**src/rtl/tag_dma_regs.svh**
```systemverilog
// Register offsets, field positions, reset values and limits of the tag frame DMA
`ifndef TAG_DMA_REGS_SVH
`define TAG_DMA_REGS_SVH
`define OFS_TASKS        12'h000
`define OFS_EVENTS       12'h004
`define OFS_BUFPTR       12'h008
`define OFS_BUFLIM       12'h00c
`define OFS_TXCFG        12'h010
`define OFS_TXLEN        12'h014
`define OFS_RXCFG        12'h018
`define OFS_RXLEN        12'h01c
`define OFS_RXSTAT       12'h020
`define OFS_STATE        12'h024
`define OFS_RXDATA       12'h028
`define TASK_TX_START    0
`define TASK_RX_ARM      1
`define EVT_CAPTURED     0
`define EVT_TXSTART      1
`define EVT_TXEND        2
`define EVT_RXSTART      3
`define EVT_RXEND        4
`define EVT_RXERR        5
`define CFG_PARITY       0
`define CFG_TRIM         1
`define CFG_SOF          2
`define CFG_CRC          4
`define PROTECT_TAG      1'b1
`define BUFLIM_RST       9'h000
`define CRC_INIT         16'h6363
`define CRC_POLY         16'h8408
`endif

```
**src/rtl/tag_dma_pkg.sv**
```systemverilog
// Types shared by the tag frame DMA and assembler
package tag_dma_pkg;
	typedef enum logic [2:0] {ST_OFF, ST_IDLE, ST_TXFETCH, ST_TXBITS, ST_TXCRC, ST_RX}
		dma_state_e;
	typedef struct packed {
		logic [31:0] addr;
		logic        we;
		logic [7:0]  wdata;
		logic        req;
	} ram_req_s;
	typedef struct packed {
		logic bit_val;
		logic bit_valid;
		logic sof;
		logic eof;
	} tx_sym_s;
	typedef struct packed {
		logic [7:0] data;
		logic       valid;
		logic       sof;
		logic       eof;
	} rx_byte_s;
endpackage

```
**src/rtl/tag_dma_frame_assembler.sv**
```systemverilog
// Tag frame DMA, transmit frame assembler and receive byte writer with AHB-Lite registers
`timescale 1ns/1ps
`include "tag_dma_regs.svh"
module tag_dma_frame_assembler
	import tag_dma_pkg::*;
(
	// Clock and reset
	input  wire logic               hclk,
	input  wire logic               hresetn,
	// AHB-Lite slave
	input  wire logic               hsel,
	input  wire logic [11:0]        haddr,
	input  wire logic [1:0]         htrans,
	input  wire logic               hwrite,
	input  wire logic [2:0]         hsize,
	input  wire logic [31:0]        hwdata,
	input  wire logic               hready,
	output logic      [31:0]        hrdata,
	output logic                    hreadyout,
	output logic                    hresp,
	// Pin protection strap from the user configuration area
	input  wire logic               antenna_pin_config,
	output logic                    pin_protect_en,
	output logic                    pin_gpio_en,
	// RAM port
	output tag_dma_pkg::ram_req_s   ram_req,
	input  wire logic [7:0]         ram_rdata,
	input  wire logic               ram_ack,
	// Front end
	output tag_dma_pkg::tx_sym_s    tx_sym,
	input  wire logic               tx_sym_ready,
	input  wire tag_dma_pkg::rx_byte_s rx_in
);
	import tag_dma_pkg::*;

	// ==========================================================
	// Strap capture
	logic        strap_meta_q;
	logic        strap_sync_q;
	logic [1:0]  rst_cnt_q;
	logic        protect_q;
	// Strap passes two flops; it is taken a few cycles after release
	always_ff @(posedge hclk or negedge hresetn)
	begin
		if (!hresetn)
		begin
			strap_meta_q <= 1'b0;
			strap_sync_q <= 1'b0;
		end
		else
		begin
			strap_meta_q <= antenna_pin_config;
			strap_sync_q <= strap_meta_q;
		end
	end
	// Reload at every reset release
	always_ff @(posedge hclk or negedge hresetn)
	begin
		if (!hresetn)
		begin
			rst_cnt_q <= 2'h0;
			protect_q <= 1'b0;
		end
		else if (rst_cnt_q != 2'h3)
		begin
			rst_cnt_q <= rst_cnt_q + 2'h1;
			if (rst_cnt_q == 2'h2)
				protect_q <= strap_sync_q == `PROTECT_TAG;
		end
	end
	assign pin_protect_en = protect_q;
	assign pin_gpio_en    = !protect_q;

	// ==========================================================
	// Registers
	logic        ph_wr_q;
	logic        ph_rd_q;
	logic [11:0] ph_addr_q;
	logic [31:0] bufptr_q;
	logic [8:0]  buflim_q;
	logic [5:0]  txcfg_q;
	logic [11:0] txlen_q;
	logic [5:0]  rxcfg_q;
	logic [11:0] rxlen_q;
	logic        overflow_q;
	logic [5:0]  evt_q;
	logic [5:0]  evt_set;
	logic        task_tx;
	logic        task_rx;
	logic        wr_evt;
	dma_state_e  state_q;
	logic        aphase;

	assign aphase    = hsel && hready && htrans[1];
	assign hreadyout = 1'b1;
	assign hresp     = 1'b0;
	// Address phase capture
	always_ff @(posedge hclk or negedge hresetn)
	begin
		if (!hresetn)
		begin
			ph_wr_q   <= 1'b0;
			ph_rd_q   <= 1'b0;
			ph_addr_q <= 12'h000;
		end
		else
		begin
			ph_wr_q   <= aphase && hwrite;
			ph_rd_q   <= aphase && !hwrite;
			ph_addr_q <= haddr;
		end
	end
	assign task_tx = ph_wr_q && ph_addr_q == `OFS_TASKS && hwdata[`TASK_TX_START];
	assign task_rx = ph_wr_q && ph_addr_q == `OFS_TASKS && hwdata[`TASK_RX_ARM];
	assign wr_evt  = ph_wr_q && ph_addr_q == `OFS_EVENTS;
	// Configuration writes; the block trusts software not to touch them mid-frame
	always_ff @(posedge hclk or negedge hresetn)
	begin
		if (!hresetn)
		begin
			bufptr_q <= 32'h0000_0000;
			buflim_q <= `BUFLIM_RST;
			txcfg_q  <= 6'h00;
			txlen_q  <= 12'h000;
			rxcfg_q  <= 6'h00;
		end
		else if (ph_wr_q)
		begin
			unique case (ph_addr_q)
				`OFS_BUFPTR: bufptr_q <= hwdata;
				`OFS_BUFLIM: buflim_q <= hwdata[8:0];
				`OFS_TXCFG:  txcfg_q  <= hwdata[5:0];
				`OFS_TXLEN:  txlen_q  <= hwdata[11:0];
				`OFS_RXCFG:  rxcfg_q  <= hwdata[5:0];
				default:     ;
			endcase
		end
	end
	// Sticky events, write one to clear; a new set wins over the clear
	always_ff @(posedge hclk or negedge hresetn)
	begin
		if (!hresetn)
			evt_q <= 6'h00;
		else
			evt_q <= (evt_q & ~(wr_evt ? hwdata[5:0] : 6'h00)) | evt_set;
	end
	// Read mux, one cycle after the address phase
	always_comb
	begin
		hrdata = 32'h0000_0000;
		if (ph_rd_q)
		begin
			unique case (ph_addr_q)
				`OFS_EVENTS: hrdata = {26'h0, evt_q};
				`OFS_BUFPTR: hrdata = bufptr_q;
				`OFS_BUFLIM: hrdata = {23'h0, buflim_q};
				`OFS_TXCFG:  hrdata = {26'h0, txcfg_q};
				`OFS_TXLEN:  hrdata = {20'h0, txlen_q};
				`OFS_RXCFG:  hrdata = {26'h0, rxcfg_q};
				`OFS_RXLEN:  hrdata = {20'h0, rxlen_q};
				`OFS_RXSTAT: hrdata = {31'h0, overflow_q};
				`OFS_STATE:  hrdata = {28'h0, protect_q, state_q};
				default:     hrdata = 32'h0000_0000;
			endcase
		end
	end

	// ==========================================================
	// DMA engine
	logic [31:0] ptr_q;
	logic [8:0]  lim_q;
	logic [8:0]  fetch_q;
	logic [8:0]  idx_q;
	logic [7:0]  shreg_q;
	logic [3:0]  bit_q;
	logic [3:0]  nbits_q;
	logic        par_q;
	logic        need_par_q;
	logic [15:0] crc_q;
	logic [4:0]  crcbit_q;
	logic        armed_q;
	logic        rd_pend_q;
	logic        sof_q;
	logic        rx_act_q;
	logic [8:0]  rx_cnt_q;
	logic [8:0]  total_bytes;
	logic [2:0]  xbits;
	logic        crc_fb;
	logic        sym_take;

	assign xbits       = txlen_q[2:0];
	// Whole bytes plus one when extra bits are asked
	assign total_bytes = txlen_q[11:3] + {8'h00, xbits != 3'h0};
	assign sym_take    = tx_sym.bit_valid && tx_sym_ready;
	assign crc_fb      = crc_q[0] ^ shreg_q[0];
	// Only one direction reaches RAM at a time
	assign ram_req.req   = rd_pend_q || (state_q == ST_RX && rx_in.valid && rx_act_q
				&& rx_cnt_q < lim_q);
	assign ram_req.we    = state_q == ST_RX;
	assign ram_req.addr  = ptr_q + {23'h0, state_q == ST_RX ? rx_cnt_q : idx_q};
	assign ram_req.wdata = rx_in.data;
	assign tx_sym.sof    = sof_q;
	// End of frame follows the last payload or CRC bit, with or without CRC
	assign tx_sym.eof    = state_q == ST_TXCRC && crcbit_q == 5'h00;
	assign tx_sym.bit_val = (state_q == ST_TXCRC) ? crc_q[0] :
				(need_par_q ? ~par_q : shreg_q[0]);
	// Valid drops once the byte and its parity are out, so no bit goes twice
	assign tx_sym.bit_valid = (state_q == ST_TXBITS && (bit_q != nbits_q || need_par_q)) ||
				(state_q == ST_TXCRC && crcbit_q != 5'h00);

	// Frame state machine
	always_ff @(posedge hclk or negedge hresetn)
	begin
		if (!hresetn)
		begin
			state_q    <= ST_OFF;
			ptr_q      <= 32'h0000_0000;
			lim_q      <= 9'h000;
			fetch_q    <= 9'h000;
			idx_q      <= 9'h000;
			shreg_q    <= 8'h00;
			bit_q      <= 4'h0;
			nbits_q    <= 4'h0;
			par_q      <= 1'b0;
			need_par_q <= 1'b0;
			crc_q      <= `CRC_INIT;
			crcbit_q   <= 5'h00;
			armed_q    <= 1'b0;
			rd_pend_q  <= 1'b0;
			sof_q      <= 1'b0;
			rx_act_q   <= 1'b0;
			rx_cnt_q   <= 9'h000;
			rxlen_q    <= 12'h000;
			overflow_q <= 1'b0;
			evt_set    <= 6'h00;
		end
		else
		begin
			evt_set <= 6'h00;
			unique case (state_q)
				ST_OFF:
					// Held here while protection is off
					if (rst_cnt_q == 2'h3 && protect_q)
						state_q <= ST_IDLE;
				ST_IDLE:
					if (task_tx)
					begin
						// Transmit beats receive arm latch per frame
						ptr_q   <= bufptr_q;
						lim_q   <= buflim_q;
						fetch_q <= (total_bytes > buflim_q) ? buflim_q : total_bytes;
						idx_q   <= 9'h000;
						crc_q   <= `CRC_INIT;
						sof_q   <= txcfg_q[`CFG_SOF];
						evt_set[`EVT_CAPTURED] <= 1'b1;
						evt_set[`EVT_TXSTART]  <= 1'b1;
						rd_pend_q <= total_bytes != 9'h000 && buflim_q != 9'h000;
						state_q   <= ST_TXFETCH;
					end
					else if (task_rx)
					begin
						ptr_q      <= bufptr_q;
						lim_q      <= buflim_q;
						armed_q    <= 1'b1;
						rx_cnt_q   <= 9'h000;
						rx_act_q   <= 1'b0;
						overflow_q <= 1'b0;
						evt_set[`EVT_CAPTURED] <= 1'b1;
						state_q    <= ST_RX;
					end
				ST_TXFETCH:
					if (fetch_q == 9'h000)
					begin
						evt_set[`EVT_TXEND] <= 1'b1;
						crcbit_q <= txcfg_q[`CFG_CRC] ? 5'h10 : 5'h00;
						state_q  <= ST_TXCRC;
					end
					else if (ram_ack)
					begin
						rd_pend_q  <= 1'b0;
						par_q      <= 1'b0;
						need_par_q <= 1'b0;
						bit_q      <= 4'h0;
						// Trim leading or trailing bits of the short byte
						if (xbits != 3'h0 && txcfg_q[`CFG_TRIM] && idx_q == 9'h000)
						begin
							shreg_q <= ram_rdata >> (4'h8 - {1'b0, xbits});
							nbits_q <= {1'b0, xbits};
						end
						else if (xbits != 3'h0 && !txcfg_q[`CFG_TRIM]
							&& idx_q == total_bytes - 9'h001)
						begin
							shreg_q <= ram_rdata;
							nbits_q <= {1'b0, xbits};
						end
						else
						begin
							shreg_q <= ram_rdata;
							nbits_q <= 4'h8;
						end
						// Last byte to be fetched, within the buffer limit, has been read
						if (fetch_q == 9'h001)
							evt_set[`EVT_TXEND] <= 1'b1;
						state_q <= ST_TXBITS;
					end
				ST_TXBITS:
					if (sym_take)
					begin
						sof_q <= 1'b0;
						if (need_par_q)
						begin
							need_par_q <= 1'b0;
							bit_q      <= nbits_q;
						end
						else
						begin
							// Payload bits only; CRC over every payload bit sent, short byte included
							par_q   <= par_q ^ shreg_q[0];
							shreg_q <= {1'b0, shreg_q[7:1]};
							crc_q   <= crc_fb ? ((crc_q >> 1) ^ `CRC_POLY) : (crc_q >> 1);
							bit_q   <= bit_q + 4'h1;
							// Parity after full bytes or a trimmed first byte
							if (bit_q + 4'h1 == nbits_q && txcfg_q[`CFG_PARITY]
								&& (nbits_q == 4'h8 || txcfg_q[`CFG_TRIM]))
								need_par_q <= 1'b1;
						end
					end
					else if (bit_q == nbits_q && !need_par_q)
					begin
						idx_q   <= idx_q + 9'h001;
						fetch_q <= fetch_q - 9'h001;
						rd_pend_q <= fetch_q != 9'h001;
						state_q <= ST_TXFETCH;
					end
				ST_TXCRC:
					if (crcbit_q == 5'h00)
						state_q <= ST_IDLE;
					else if (sym_take)
					begin
						crc_q    <= crc_q >> 1;
						crcbit_q <= crcbit_q - 5'h01;
					end
				ST_RX:
				begin
					if (rx_in.sof && armed_q)
					begin
						rx_act_q <= 1'b1;
						armed_q  <= 1'b0;
						evt_set[`EVT_RXSTART] <= 1'b1;
					end
					if (rx_in.valid && rx_act_q)
					begin
						// Store and count up to the limit; further bytes only set overflow
						if (rx_cnt_q < lim_q)
							rx_cnt_q <= rx_cnt_q + 9'h001;
						else
							overflow_q <= 1'b1;
					end
					if (rx_in.eof && rx_act_q)
					begin
						rx_act_q <= 1'b0;
						rxlen_q  <= {rx_cnt_q, 3'h0};
						evt_set[`EVT_RXEND] <= 1'b1;
						evt_set[`EVT_RXERR] <= overflow_q;
						state_q  <= ST_IDLE;
					end
				end
				default:
					state_q <= ST_OFF;
			endcase
		end
	end

	// ==========================================================
	// Checks
	property p_off_stays;
		@(posedge hclk) disable iff (!hresetn)
		(rst_cnt_q == 2'h3 && !protect_q) |-> state_q == ST_OFF;
	endproperty
	a_off_stays: assert property (p_off_stays) else $error("left off state");
	property p_one_dir;
		@(posedge hclk) disable iff (!hresetn)
		ram_req.req |-> (ram_req.we ? (state_q == ST_RX && !rd_pend_q)
			: state_q == ST_TXFETCH);
	endproperty
	a_one_dir: assert property (p_one_dir) else $error("write outside receive");
	property p_tx_prio;
		@(posedge hclk) disable iff (!hresetn)
		(state_q == ST_IDLE && task_tx && task_rx) |=> state_q == ST_TXFETCH;
	endproperty
	a_tx_prio: assert property (p_tx_prio) else $error("receive beat transmit");
	property p_captured;
		@(posedge hclk) disable iff (!hresetn)
		(state_q == ST_IDLE && (task_tx || task_rx)) |=> ##1 evt_q[`EVT_CAPTURED];
	endproperty
	a_captured: assert property (p_captured) else $error("no captured event");
	property p_limit;
		@(posedge hclk) disable iff (!hresetn)
		ram_req.req |-> (ram_req.we ? rx_cnt_q : idx_q) < lim_q;
	endproperty
	a_limit: assert property (p_limit) else $error("access past limit");
	property p_overflow;
		@(posedge hclk) disable iff (!hresetn)
		(state_q == ST_RX && rx_in.eof && rx_act_q && overflow_q) |=> ##1 evt_q[`EVT_RXERR];
	endproperty
	a_overflow: assert property (p_overflow) else $error("overflow not reported");
	property p_rxend;
		@(posedge hclk) disable iff (!hresetn)
		(state_q == ST_RX && rx_in.eof && rx_act_q) |=>
			(rxlen_q == {$past(rx_cnt_q), 3'h0}) ##1 evt_q[`EVT_RXEND];
	endproperty
	a_rxend: assert property (p_rxend) else $error("receive end wrong");
	property p_pins;
		@(posedge hclk) disable iff (!hresetn)
		(state_q != ST_OFF) |-> (pin_protect_en && !pin_gpio_en);
	endproperty
	a_pins: assert property (p_pins) else $error("operating without pin protection");
	property p_txstart;
		@(posedge hclk) disable iff (!hresetn)
		(state_q == ST_IDLE && task_tx) |=> ##1 evt_q[`EVT_TXSTART];
	endproperty
	a_txstart: assert property (p_txstart) else $error("no transmit start");
endmodule

```
**config.mk**
```make
export PLATFORM = sky130hd
export DESIGN_NAME = tag_dma_frame_assembler
export DESIGN_NICKNAME = d
export VERILOG_FILES = /design/src/rtl/tag_dma_pkg.sv /design/src/rtl/tag_dma_frame_assembler.sv
export VERILOG_INCLUDE_DIRS = /design/src /design/src/rtl
export SDC_FILE = /design/constraint.sdc
export NUM_CORES = 1
export LEC_CHECK = 0
export ABC_CLOCK_PERIOD_IN_PS = 4500
export BUFFER_PORTS_ARGS = -buffer_cell sky130_fd_sc_hd__clkbuf_2
export CORE_UTILIZATION = 53
export DETAILED_ROUTE_END_ITERATION = 6
export PLACE_DENSITY = 0.8
export SLEW_MARGIN = 30
export SYNTH_ARGS = -nofsm -noshare
export SYNTH_HDL_FRONTEND = slang
export SYNTH_SLANG_ARGS = --single-unit
```
**constraint.sdc**
```tcl
create_clock -name hclk -period 4.5 [get_ports hclk]
set_clock_uncertainty 0.15 [all_clocks]
set_input_delay 0 -clock hclk [delete_from_list [all_inputs] [get_ports hclk]]
set_output_delay 0 -clock hclk [all_outputs]
set_load 0.05 [all_outputs]
```
# Yosys cells after proc, flatten, opt, wreduce, memory -nomap -nowiden
# Cells that the tools add are included.
totals:
  ff_bits: 220
  out_inout_bits: 82
  word_cells: 270
classes:
  add_sub_neg: 10
  magnitude_cmp: 2
  eq_ne: 46
  shifts: 1
  mux: 98
  bitwise: 8
  reduce_logical: 72
op_table:
  columns: ["op", "n"]
  rows:
  - ["$pmux 32 s9", 1]
  - ["$mux 9", 14]
  - ["$mux 16", 6]
  - ["$mux 32", 3]
  - ["$pmux 9 s2", 3]
  - ["$eq 12x5->1 const B", 4]
  - ["$pmux 16 s3", 1]
  - ["$mux 8", 5]
  - ["$add 32x9->32", 1]
  - ["$mux 1", 31]
  - ["$mux 3", 10]
  - ["$ne 2x2->1 const B", 14]
  - ["$logic_and 1x1->1", 27]
  - ["$eq 12x4->1 const B", 2]
  - ["$eq 12x6->1 const B", 2]
  - ["$mux 4", 6]
  - ["$mux 5", 4]
  - ["$reduce_and 4->1", 5]
  - ["$add 9x1->9 const B", 2]
  - ["$logic_not 9->1", 2]
  - ["$pmux 3 s6", 1]
  - ["$reduce_bool 9->1", 2]
  - ["$sub 9x1->9 const B", 2]
  - ["$pmux 8 s2", 1]
  - ["other kinds (47)", 88]

# Depth between registers and ports, before layout
# Gate-level depths: netlist of run 1.
logic_depth:
  depth_word: 8
  ltp_mapped: 22

# Worst setup path after synthesis of run 1
# OpenSTA, ideal clock, no wires.
synth_timing:
  path_kind: "reg2reg"
  startpoint: "register txlen_q[0]"
  endpoint: "register fetch_q[0]"
  setup_ns: 0.121
  arrival_ns: 4.290
  path_slack_ns: -0.061
  path_stages_with_launch: 23
  path_buffers: 4
  period_less_slack_ns: 4.561
  cell_sequence: "dfrtp_1 > clkbuf_1 > clkbuf_1 > inv_1 > ha_1 > ha_1 > inv_1 > ha_1 > ha_1 > buf_2 > and4_1 > nand2_1 > xor2_1 > inv_1 > ha_1 > a21o_1 > a21o_1 > a21oi_1 > o211ai_1 > clkbuf_1 > nand2_1 > o211ai_1 > a22o_1"
synth_via:
  elab_chain_cells: 6
synth_rtl:
  columns: ["item", "line", "source"]
  rows:
  - ["start: declaration", "tag_dma_frame_assembler.sv:82", "logic [11:0] txlen_q;"]
  - ["start signal: assignment", "tag_dma_frame_assembler.sv:133", "`OFS_TXLEN: txlen_q <= hwdata[11:0];"]
  - ["$reduce_bool 3->1 (*)", "tag_dma_frame_assembler.sv:193", "assign total_bytes = txlen_q[11:3] + {8'h00, xbits != 3'h0};"]
  - ["$add 9x1->9 (*)", "tag_dma_frame_assembler.sv:193", null]
  - ["$gt 9x9->1", "tag_dma_frame_assembler.sv:251", "fetch_q <= (total_bytes > buflim_q) ? buflim_q : total_bytes;"]
  - ["$mux 9 (*)", "tag_dma_frame_assembler.sv:251", null]
  - ["$mux 9 (*)", "tag_dma_frame_assembler.sv:246", "if (task_tx)"]
  - ["$pmux 9 s2 (*)", "tag_dma_frame_assembler.sv:240", "unique case (state_q)"]
  - ["end signal: assignment", "tag_dma_frame_assembler.sv:251", null]
  - ["end signal: assignment", "tag_dma_frame_assembler.sv:331", "fetch_q <= fetch_q - 9'h001;"]
  - ["end: declaration", "tag_dma_frame_assembler.sv:172", "logic [8:0] fetch_q;"]
# Every way passes the cells marked *; elsewhere a longest branch is shown, timed or not. The select of a mux whose other input is x is not followed.
# A chain may end at the register's enable or synchronous reset.

==> impl_metrics.tcl, run 1 <==
set metrics [dict create \
    status "finished, violations left" \
    failed_checks "design-rule violations" \
    synth_cell_types 89 \
    gp_congestion 0.924 \
    yosys_register_bits 220 \
    numCtsBuffers 24 \
    cap_violations 0 \
    fillers 1622 \
    numPortBuffers 135 \
    drive_gt1_share_pct 22.5 \
    rsz0062_at_grt "no" \
    initial_core_util_pct 54.8 \
    power.leakage_nw 7.17 \
    rows 55 \
    setup.worst_path.class "reg2out" \
    syn_area_um2 12600 \
    cts_tree "built" \
    synthToLayoutAreaGrowth_pct 21.4 \
    critPathMaxFanout 18 \
    ioPinCount 158 \
    syn_avg_cell_area_um2 9.98 \
    chipHeight_um 156 \
    irDropWorstVdd_mv 0.342 \
    path_cells "and2b_1, nand2_1, inv_4, o21ai_0, ha_1, fa_1, a21o_1, a21oi_1, o21bai_1, a21oi_1, a21oi_2, nand4_1, xnor2_1, clkbuf_2" \
    cp_top_family "compound AO/OA/AOI/OAI gates" \
    relSlewSlack_pct 34.9 \
    die_x_um 156 \
    setup_slack_ps 211 \
    cpPeakStageDelay_ps 410 \
    grt_pass1_vias 10800 \
    max_freq_mhz 233 \
    synth_ff_type "dfrtp_1" \
    vias 10800 \
    antenna_found_initial 1 \
    setup_tns_ps 0 \
    layout_min_cycle_time_ps 4290 \
    critPathBufInv 2 \
    slowest_stage "fa_1" \
    worst_pin_slew_ps 973 \
    syn-num-nets 1377 \
    cts_buffer_depth 3 \
    wire_per_inst_um 20.3 \
    pre_cts_ws_ps 334 \
    endpoint_kind "output port" \
    cp.required_ps 4350 \
    arrival_ps 4140 \
    post-route-util_pct 66.6 \
    path_clk_slew_ps 70 \
    cts_num_sinks 220 \
    slew_violations 0 \
    dpl.hpwl_um 23300 \
    synth_edf_count 0 \
    cts.htree.levels 1 \
    drt_iter0_drc 1173 \
    fin_nets 1569 \
    yosysWarnings 0 \
    drcViolationCount 3 \
    hp-class "in2reg" \
    start_kind "flop" \
    netlist_instances 1259 \
    grt-ovfl-total 0 \
    synth.yosys.seq_area_share_pct 43.9 \
    async_reset_ff_share_pct 100 \
    track_usage_pct 30.3 \
    root_buffer "clkbuf_16" \
    cp_common_cell "a21oi_1" \
    ant_nets 0 \
    finalSetupViolCount 0 \
    firstDrtPassIters 7 \
    grt_pass1_wl_um 57700 \
    power.density_nw_per_um2 375 \
    core_um2 22900 \
    grt_max_degree 130 \
    hold_slack_ps 69.7 \
    routed_wl_um 36100 \
    layout_worst_path_cycle_share_pct 95.3 \
    hold_viol_final 0 \
    die_area_um2 24300 \
    clk_latency_ps 550 \
    viasPerCell 6.09 \
]
==> registers in the layout, indices dropped and copies added (netlist names), 8 cells and up <==
name and flops:
rxlen_q 9, crc_q 16, ph_addr_q 12, ptr_q 32, lim_q 9, buflim_q 9
shreg_q 8, bufptr_q 32, rx_cnt_q 9, idx_q 9, txlen_q 12, fetch_q 9
==> cell type report <==
class,instances,area (um2),area share (%)
Inverter,49,186,1.22
Multi-Input combinational cell,916,6520,42.7
Sequential cell,220,5520,36.1
Clock buffer,31,687,4.50
Timing Repair Buffer,240,1710,11.2
Antenna cell,1,2.50,0.0164
Clock inverter,12,245,1.61
Tap cell,313,392,2.57
==> report_power, final <==
part / switching [W] / internal [W]
Combinational: 0.000707 / 0.000406
Clock: 0.000878 / 0.00143
Sequential: 0.000147 / 0.00216
Total: 0.00173 / 0.00400
==> kinds of logic after synthesis <==
group	after synthesis	synth area share, %
compound gates	271	14.2
xor+xnor	69	5.20
fa+ha+maj	42	4.24
buf+inv	123	4.36
flops	220	43.9
mux	135	12.1
other cells	2	0.0598
simple gates	397	16.0
==> path summary, 6_finish.rpt <==
check	startpoint	endpoint	slack (ps)	cells past startpoint
min reg2reg	strap_meta_q	strap_sync_q	220	0
max reg2reg	txlen_q[1]	fetch_q[0]	370	19
min	hwdata[14]	bufptr_q[14]	70	3
max in group asynchronous	hresetn	lim_q[1]	2460	5
max	state_q[1]	ram_req[28]	210	14
min in group asynchronous	hresetn	crc_q[3]	330	3
==> worst register-to-register path: stages (launching register included) <==
cell and delay [ps]:
dfrtp_1 410, inv_1 80, ha_1 190, ha_1 220, inv_1 70, ha_1 200
ha_1 190, and4_1 280, nand2_1 90, xor2_1 280, inv_1 100, ha_1 300
a21o_1 180, a21o_1 160, a21oi_1 260, o211ai_1 230, buf_4 220, nand2_1 60
o211ai_1 90, a22o_1 240
==> metal layers <==
layer  global-route usage, %  share of wire, %  vias to the layer above
met3                    5.44               7.9                      126
met5                       0                 0                        -
li1                        -                 -                     4901
met4                    14.2               4.8                        0
met1                    37.8                38                     5262
met2                    50.9                49                      560
==> stage by stage <==
stage / area [um2] / total power [W] / std cells
2_1_floorplan: 12600 / 0.00305 / 1259
3_3_place_gp: 13400 / 0.00330 / 1649
3_5_place_dp: 13400 / 0.00334 / 1649
4_1_cts: 15200 / 0.00570 / 1778
5_1_grt: 15300 / 0.00595 / 1781
6_report: 15300 / 0.00573 / 1782
==> Yosys cell counts (29+ instances only) <==
cell type | instances | area share [%]
nand3_1 | 33 | 1.3
nand2_1 | 117 | 3.5
and3_1 | 34 | 1.7
ha_1 | 41 | 4.1
clkbuf_1 | 40 | 1.2
nor2_1 | 81 | 2.4
inv_1 | 48 | 1.4
a21oi_1 | 48 | 1.9
dfrtp_1 | 212 | 42
nor3_1 | 29 | 1.2
mux2_2 | 89 | 8.0
xnor2_1 | 38 | 2.6
o21ai_0 | 81 | 3.2
==> cell usage in the layout, fill, tap and decap left out, types with 22 or more instances in the layout <==
master         synthesis  layout
nand3_1               33      31
o21ai_0               81      80
nor3_1                29      29
xor2_1                27      27
mux2_2                89      89
ha_1                  41      41
xnor2_1               38      38
mux2_1                22      22
dfrtp_1              212     212
clkbuf_16              0      24
mux2i_1               22      22
and3_1                34      34
clkbuf_2               1     133
nand2_1              117     117
a21oi_1               48      47
dlygate4sd3_1          0      87
inv_1                 48      48
nor2_1                81      80
nand4_1               23      23
==> timing repair <==
| action | 4_1_cts | 5_1_grt |
|---|---|---|
| resized for setup | 0 | 6 |
| hold endpoints to repair | 263 | 33 |
| buffers inserted | 0 | 1 |
| hold buffers | 86 | 1 |
| endpoints found under the setup margin | 0 | 20 |
No activity file was read; power rests on OpenSTA's default activity.
==> run 2, diff against run 1 <==
- ABC_AREA: unset -> 1
==> impl_metrics.tcl, run 2 <==
set metrics [dict create \
    synth.yosys.seq_area_share_pct 43.4 \
    grt_max_degree 130 \
    r2r_slack_ps 350 \
    endpoint_kind "output port" \
    die_area_um2 24600 \
    synth_common_cells "nand2_1 (465), dfrtp_1 (212), inv_1 (181)" \
    wire_per_inst_um 17.1 \
    r2r_cells 20 \
    grt_pass1_wl_um 59800 \
    track_usage_pct 31.3 \
    synth_ff_type "dfrtp_1" \
    cts_buffer_depth 3 \
    synth_mux_area_share_pct 1.86 \
    antennaDiodeCount 0 \
    fin_nets 1984 \
    status "completed" \
    grt-ovfl-total 0 \
    synth-adder-area-share_pct 4.20 \
    drive_gt1_share_pct 14.4 \
    antenna_found_initial 0 \
    totalPowerFinal_w 0.00586 \
    chipHeight_um 157 \
    start_kind "flop" \
    synthToLayoutAreaGrowth_pct 20.6 \
    clk_latency_ps 550 \
    finalSetupViolCount 0 \
    syn-num-nets 1780 \
    reg_top3 "bufptr_q x32, ptr_q x32, crc_q x16" \
    path_clk_slew_ps 60 \
    synth_compound_gate_area_share_pct 13.3 \
    gp_congestion 0.928 \
    synth_edf_count 0 \
    setup_tns_ps 0 \
    firstDrtPassIters 5 \
    layout_min_cycle_time_ps 4250 \
    irDropWorstVdd_mv 0.369 \
    drt_iter0_drc 1130 \
    startpoint "state_q[1]" \
    numPortBuffers 135 \
    mostFrequentLayoutCells "nand2_1 (465), dfrtp_1 (212), inv_1 (181)" \
    pre_cts_ws_ps 434 \
    layout_commonest_cell "nand2_1" \
    syn_avg_cell_area_um2 7.64 \
    post_cts_buffers 0 \
    cts.htree.levels 1 \
    setup_slack_ps 249 \
    hold_viol_final 0 \
    synth-simple-area-share_pct 25.6 \
    cap_violations 0 \
    worst_pin_slew_ps 922 \
    synth_area_leaders "dfrtp_1 (42%), nand2_1 (14%), o21ai_0 (6.0%), inv_1 (5.3%), nor2_1 (4.1%)" \
    critPathMaxFanout 22 \
    initial_core_util_pct 54.1 \
    max_freq_mhz 235 \
    crit_path_end "ram_req[29]" \
    arrival_ps 4100 \
    yosysWarnings 0 \
    setup.worst_path.class "reg2out" \
    post-route-util_pct 65.2 \
    core_um2 23500 \
    syn_area_um2 12700 \
    root_buffer "clkbuf_16" \
    r2r_end "fetch_q[6]" \
    ant_nets 0 \
    synth_cell_types 55 \
    cts_tree "built" \
    cts_num_sinks 220 \
    vias 12100 \
    rows 56 \
    async_reset_ff_share_pct 100 \
    yosysTopAreaCell "dfrtp_1" \
    yosys_register_bits 220 \
    netlist_instances 1662 \
    die_x_um 157 \
    synth_top_family_by_area "simple AND/OR/NAND/NOR gates" \
    power.leakage_nw 7.92 \
    dpl.hpwl_um 26400 \
    netlist.area_leader.share_pct 41.8 \
    rsz0062_at_grt "no" \
    power.density_nw_per_um2 383 \
    synthXorXnorAreaFrac_pct 3.43 \
    r2r_start "txlen_q[0]" \
    cp.required_ps 4350 \
    slew_violations 0 \
    drcViolationCount 0 \
    routed_wl_um 37700 \
    hp-class "in2reg" \
    viasPerCell 5.51 \
    relSlewSlack_pct 38.3 \
    grt_pass1_vias 11500 \
    layout_worst_path_cycle_share_pct 94.5 \
    ioPinCount 158 \
    synth_most_common_cell "nand2_1" \
    numCtsBuffers 25 \
]
-- run 2: cell count changes in the layout (fill, tap and decap cells not counted), moves of 34 or more --
cell and change:
inv_1 +133, nand2_1 +348, o21ai_0 +72, mux2_2 -68, nor2_1 +58, o21ai_1 +34
-- run 2: power by group --
part           switching (W)  total, W  internal, W
clock network       0.000842   0.00204      0.00120
logic                0.00106   0.00151     0.000450
registers           0.000127   0.00231      0.00219
-- run 2: how the worst min path moves through the flow --
stage | from | to | slack (ps) | depth (start not counted)
after floorplan | hresetn | armed_q | -450 | 0
after global placement | rx_in[5] | ram_req[3] | -150 | 0
final | hwdata[13] | bufptr_q[13] | 90 | 3
after detailed placement | rx_in[5] | ram_req[3] | -150 | 0
after global routing | hwdata[31] | bufptr_q[31] | 80 | 3
after CTS | hwrite | ph_wr_q | 50 | 4
-- run 2: critical path, stage by stage, from the launching register on --
cell and delay, ps:
dfrtp_1 480, nor2_1 290, nand2_4 230, o21ai_0 440, ha_1 320, nand3_1 70, nand3_1 100, a21oi_1 290
o21ai_1 170, a21oi_1 400, nor2_2 150, nand3_1 110, xor2_1 180, clkbuf_2 300
-- run 2: logic make-up after synthesis --
logic type | count (synthesis)
compound gates | 305
flops | 220
fa+ha+maj | 42
other cells | 2
buf+inv | 255
xor+xnor | 48
mux | 21
simple gates | 769
-- run 2: what timing repair did --
action	CTS	global route
endpoints found under the hold margin	269	44
setup endpoints to repair	0	9
gates resized for setup	0	3
hold buffers	85	1
-- run 2: cell type report --
cell class	count	area, um2
tap	319	399
clock inverter	6	48.8
sequential	220	5520
timing repair buffer	229	1630
fill	1999	8160
clock buffer	38	785
inverter	203	767
multi-input combinational	1187	6170
-- run 2: metal layers --
| layer | global-route usage (%) | vias to the layer above | part of all wire (%) |
|---|---|---|---|
| li1 | - | 5822 | - |
| met2 | 49.5 | 486 | 46 |
| met1 | 43.2 | 5729 | 43 |
| met3 | 6.56 | 88 | 8.5 |
| met4 | 9.48 | 0 | 2.9 |
| met5 | 0 | - | 0 |
-- run 2: through the flow --
stage | cells | hold WS [ps] | cell area [um2]
final | 2202 | 90.3 | 15300
after global routing | 2202 | 82.7 | 15300
after CTS | 2200 | 52.4 | 15300
after detailed placement | 2071 | -150 | 13600
after global placement | 2071 | -150 | 13600
after floorplan | 1662 | -446 | 12700
==> run 3, diff against run 2 <==
- ABC_CLOCK_PERIOD_IN_PS: 4500 -> 4100
- CORE_UTILIZATION: 53 -> 30
- PLACE_DENSITY: 0.8 -> 0.5
- clock period: 4.5 -> 4.1 ns (I/O delays scaled with it)
==> impl_metrics.tcl, run 3 (synthesis gave the netlist of run 2 again) <==
set metrics [dict create \
    slew_violations 0 \
    finalSetupViolCount 0 \
    mostFrequentLayoutCells "nand2_1 (465), dfrtp_1 (212), inv_1 (181)" \
    start_kind "flop" \
    die_area_um2 43200 \
    die_x_um 208 \
    rsz0062_at_grt "no" \
    grt_pass1_wl_um 63900 \
    grt_pass1_vias 11300 \
    rows 75 \
    setup.worst_path.class "reg2out" \
    totalPowerFinal_w 0.00675 \
    hold_viol_final 0 \
    irDropWorstVdd_mv 0.305 \
    slowest_stage "dfrtp_1" \
    firstDrtPassIters 7 \
    viasPerCell 4.83 \
    wire_per_inst_um 16.6 \
    dpl.hpwl_um 30400 \
    cts.htree.levels 1 \
    worst_pin_slew_ps 875 \
    min_from "hwrite" \
    path_cells "nor2_2, nand2_2, inv_2, o21ai_0, ha_1, nand2_1, inv_1, a21oi_2, o21ai_1, a21oi_2, nor2_2, nand3_1, xnor2_1, clkbuf_2" \
    setup_tns_ps 0 \
    critPathMaxFanout 12 \
    grt_max_degree 109 \
    drive_gt1_share_pct 15.2 \
    antenna_found_initial 0 \
    ioPinCount 158 \
    relSlewSlack_pct 41.5 \
    layout_min_cycle_time_ps 3860 \
    hold_slack_ps 45.6 \
    initial_core_util_pct 30.3 \
    failed_checks "design-rule violations" \
    finish.instance_area_um2 15800 \
    r2r_cells 21 \
    endpoint_kind "output port" \
    fin_nets 1998 \
    holdPathEnd "ph_wr_q" \
    cts_buffer_depth 3 \
    max_freq_mhz 259 \
    placed_area_um2 13900 \
    r2r_start "txlen_q[1]" \
    grt-ovfl-total 0 \
    hp-class "in2reg" \
    chipHeight_um 208 \
    numPortBuffers 135 \
    power.leakage_nw 8.02 \
    setup_slack_ps 244 \
    routed_wl_um 40500 \
    drcViolationCount 4 \
    cts_tree "built" \
    hold_path_depth 4 \
    arrival_ps 3710 \
    reg_top3 "bufptr_q x32, ptr_q x32, crc_q x16" \
    core_um2 41900 \
    cpPeakStageDelay_ps 490 \
    track_usage_pct 18.8 \
    status "finished, violations left" \
    layout_commonest_cell "nand2_1" \
    r2r_end "fetch_q[6]" \
    gp_congestion 0.899 \
    layout_worst_path_cycle_share_pct 94.0 \
    path_clk_slew_ps 60 \
    r2r_slack_ps 360 \
    post_cts_buffers 0 \
    cap_violations 0 \
    drt_iter0_drc 726 \
    power.density_nw_per_um2 426 \
    clk_latency_ps 560 \
    ant_nets 0 \
    vias 11800 \
    cts_num_sinks 220 \
    numCtsBuffers 28 \
    cp.required_ps 3950 \
    pre_cts_ws_ps 304 \
    root_buffer "clkbuf_16" \
    synthToLayoutAreaGrowth_pct 24.7 \
]
## run 3: where the power goes
| part | internal (W) | total [W] | switching (W) |
|---|---|---|---|
| Clock | 0.00156 | 0.00254 | 0.000984 |
| Sequential | 0.00240 | 0.00252 | 0.000126 |
| Combinational | 0.000507 | 0.00168 | 0.00118 |
## run 3: timing repair
action,4_1_cts,5_1_grt
hold buffers,89,1
cloned,0,0
endpoints found under the setup margin,8,24
resized for setup,1,11
hold endpoints to repair,266,48
## run 3: worst max path at each step
stage               start     endpoint  cells after the start
4_1_cts        state_q[1]  ram_req[40]                     14
5_1_grt        state_q[1]  ram_req[28]                     16
3_3_place_gp   txlen_q[0]   fetch_q[8]                     20
3_5_place_dp   txlen_q[1]   fetch_q[8]                     20
6_report       state_q[1]  ram_req[39]                     14
2_1_floorplan  state_q[1]  ram_req[40]                     16
## run 3: layer usage
layer  vias up  part of all wire (%)  global-route usage (%)
li1       5844                     -                       -
met1      5638                    49                    27.5
met2       268                    45                    29.6
met3        47                   4.1                    1.88
met4         0                   1.8                    4.47
met5         -                     0                       0
## run 3: stage by stage
stage / util (%) / std cells
floorplan: - / 1662
global placement: 33.3 / 2298
detailed placement: 33.3 / 2298
CTS: 37.7 / 2438
global route: 37.8 / 2440
finish: 37.8 / 2441
## run 3: area by class of cell
type	count	area, um2
fillers	4424	26000
inverters	203	764
repair buffers	240	1740
multi-input cells	1187	6190
well taps	539	674
clock inverters	9	103
clock buffers	42	855
diodes	1	2.50
flip-flops and latches	220	5520
## run 3: critical path: cells and delay by family (launching register included)
| family | cells | cell delay, ps |
|---|---|---|
| AOI/OAI and AO/OA | 4 | 660 |
| DFF | 1 | 490 |
| and+or+nand+nor | 5 | 830 |
| xor gates and xnor gates | 1 | 230 |
| adders and majority gates | 1 | 390 |
| buffers and inverters | 3 | 550 |
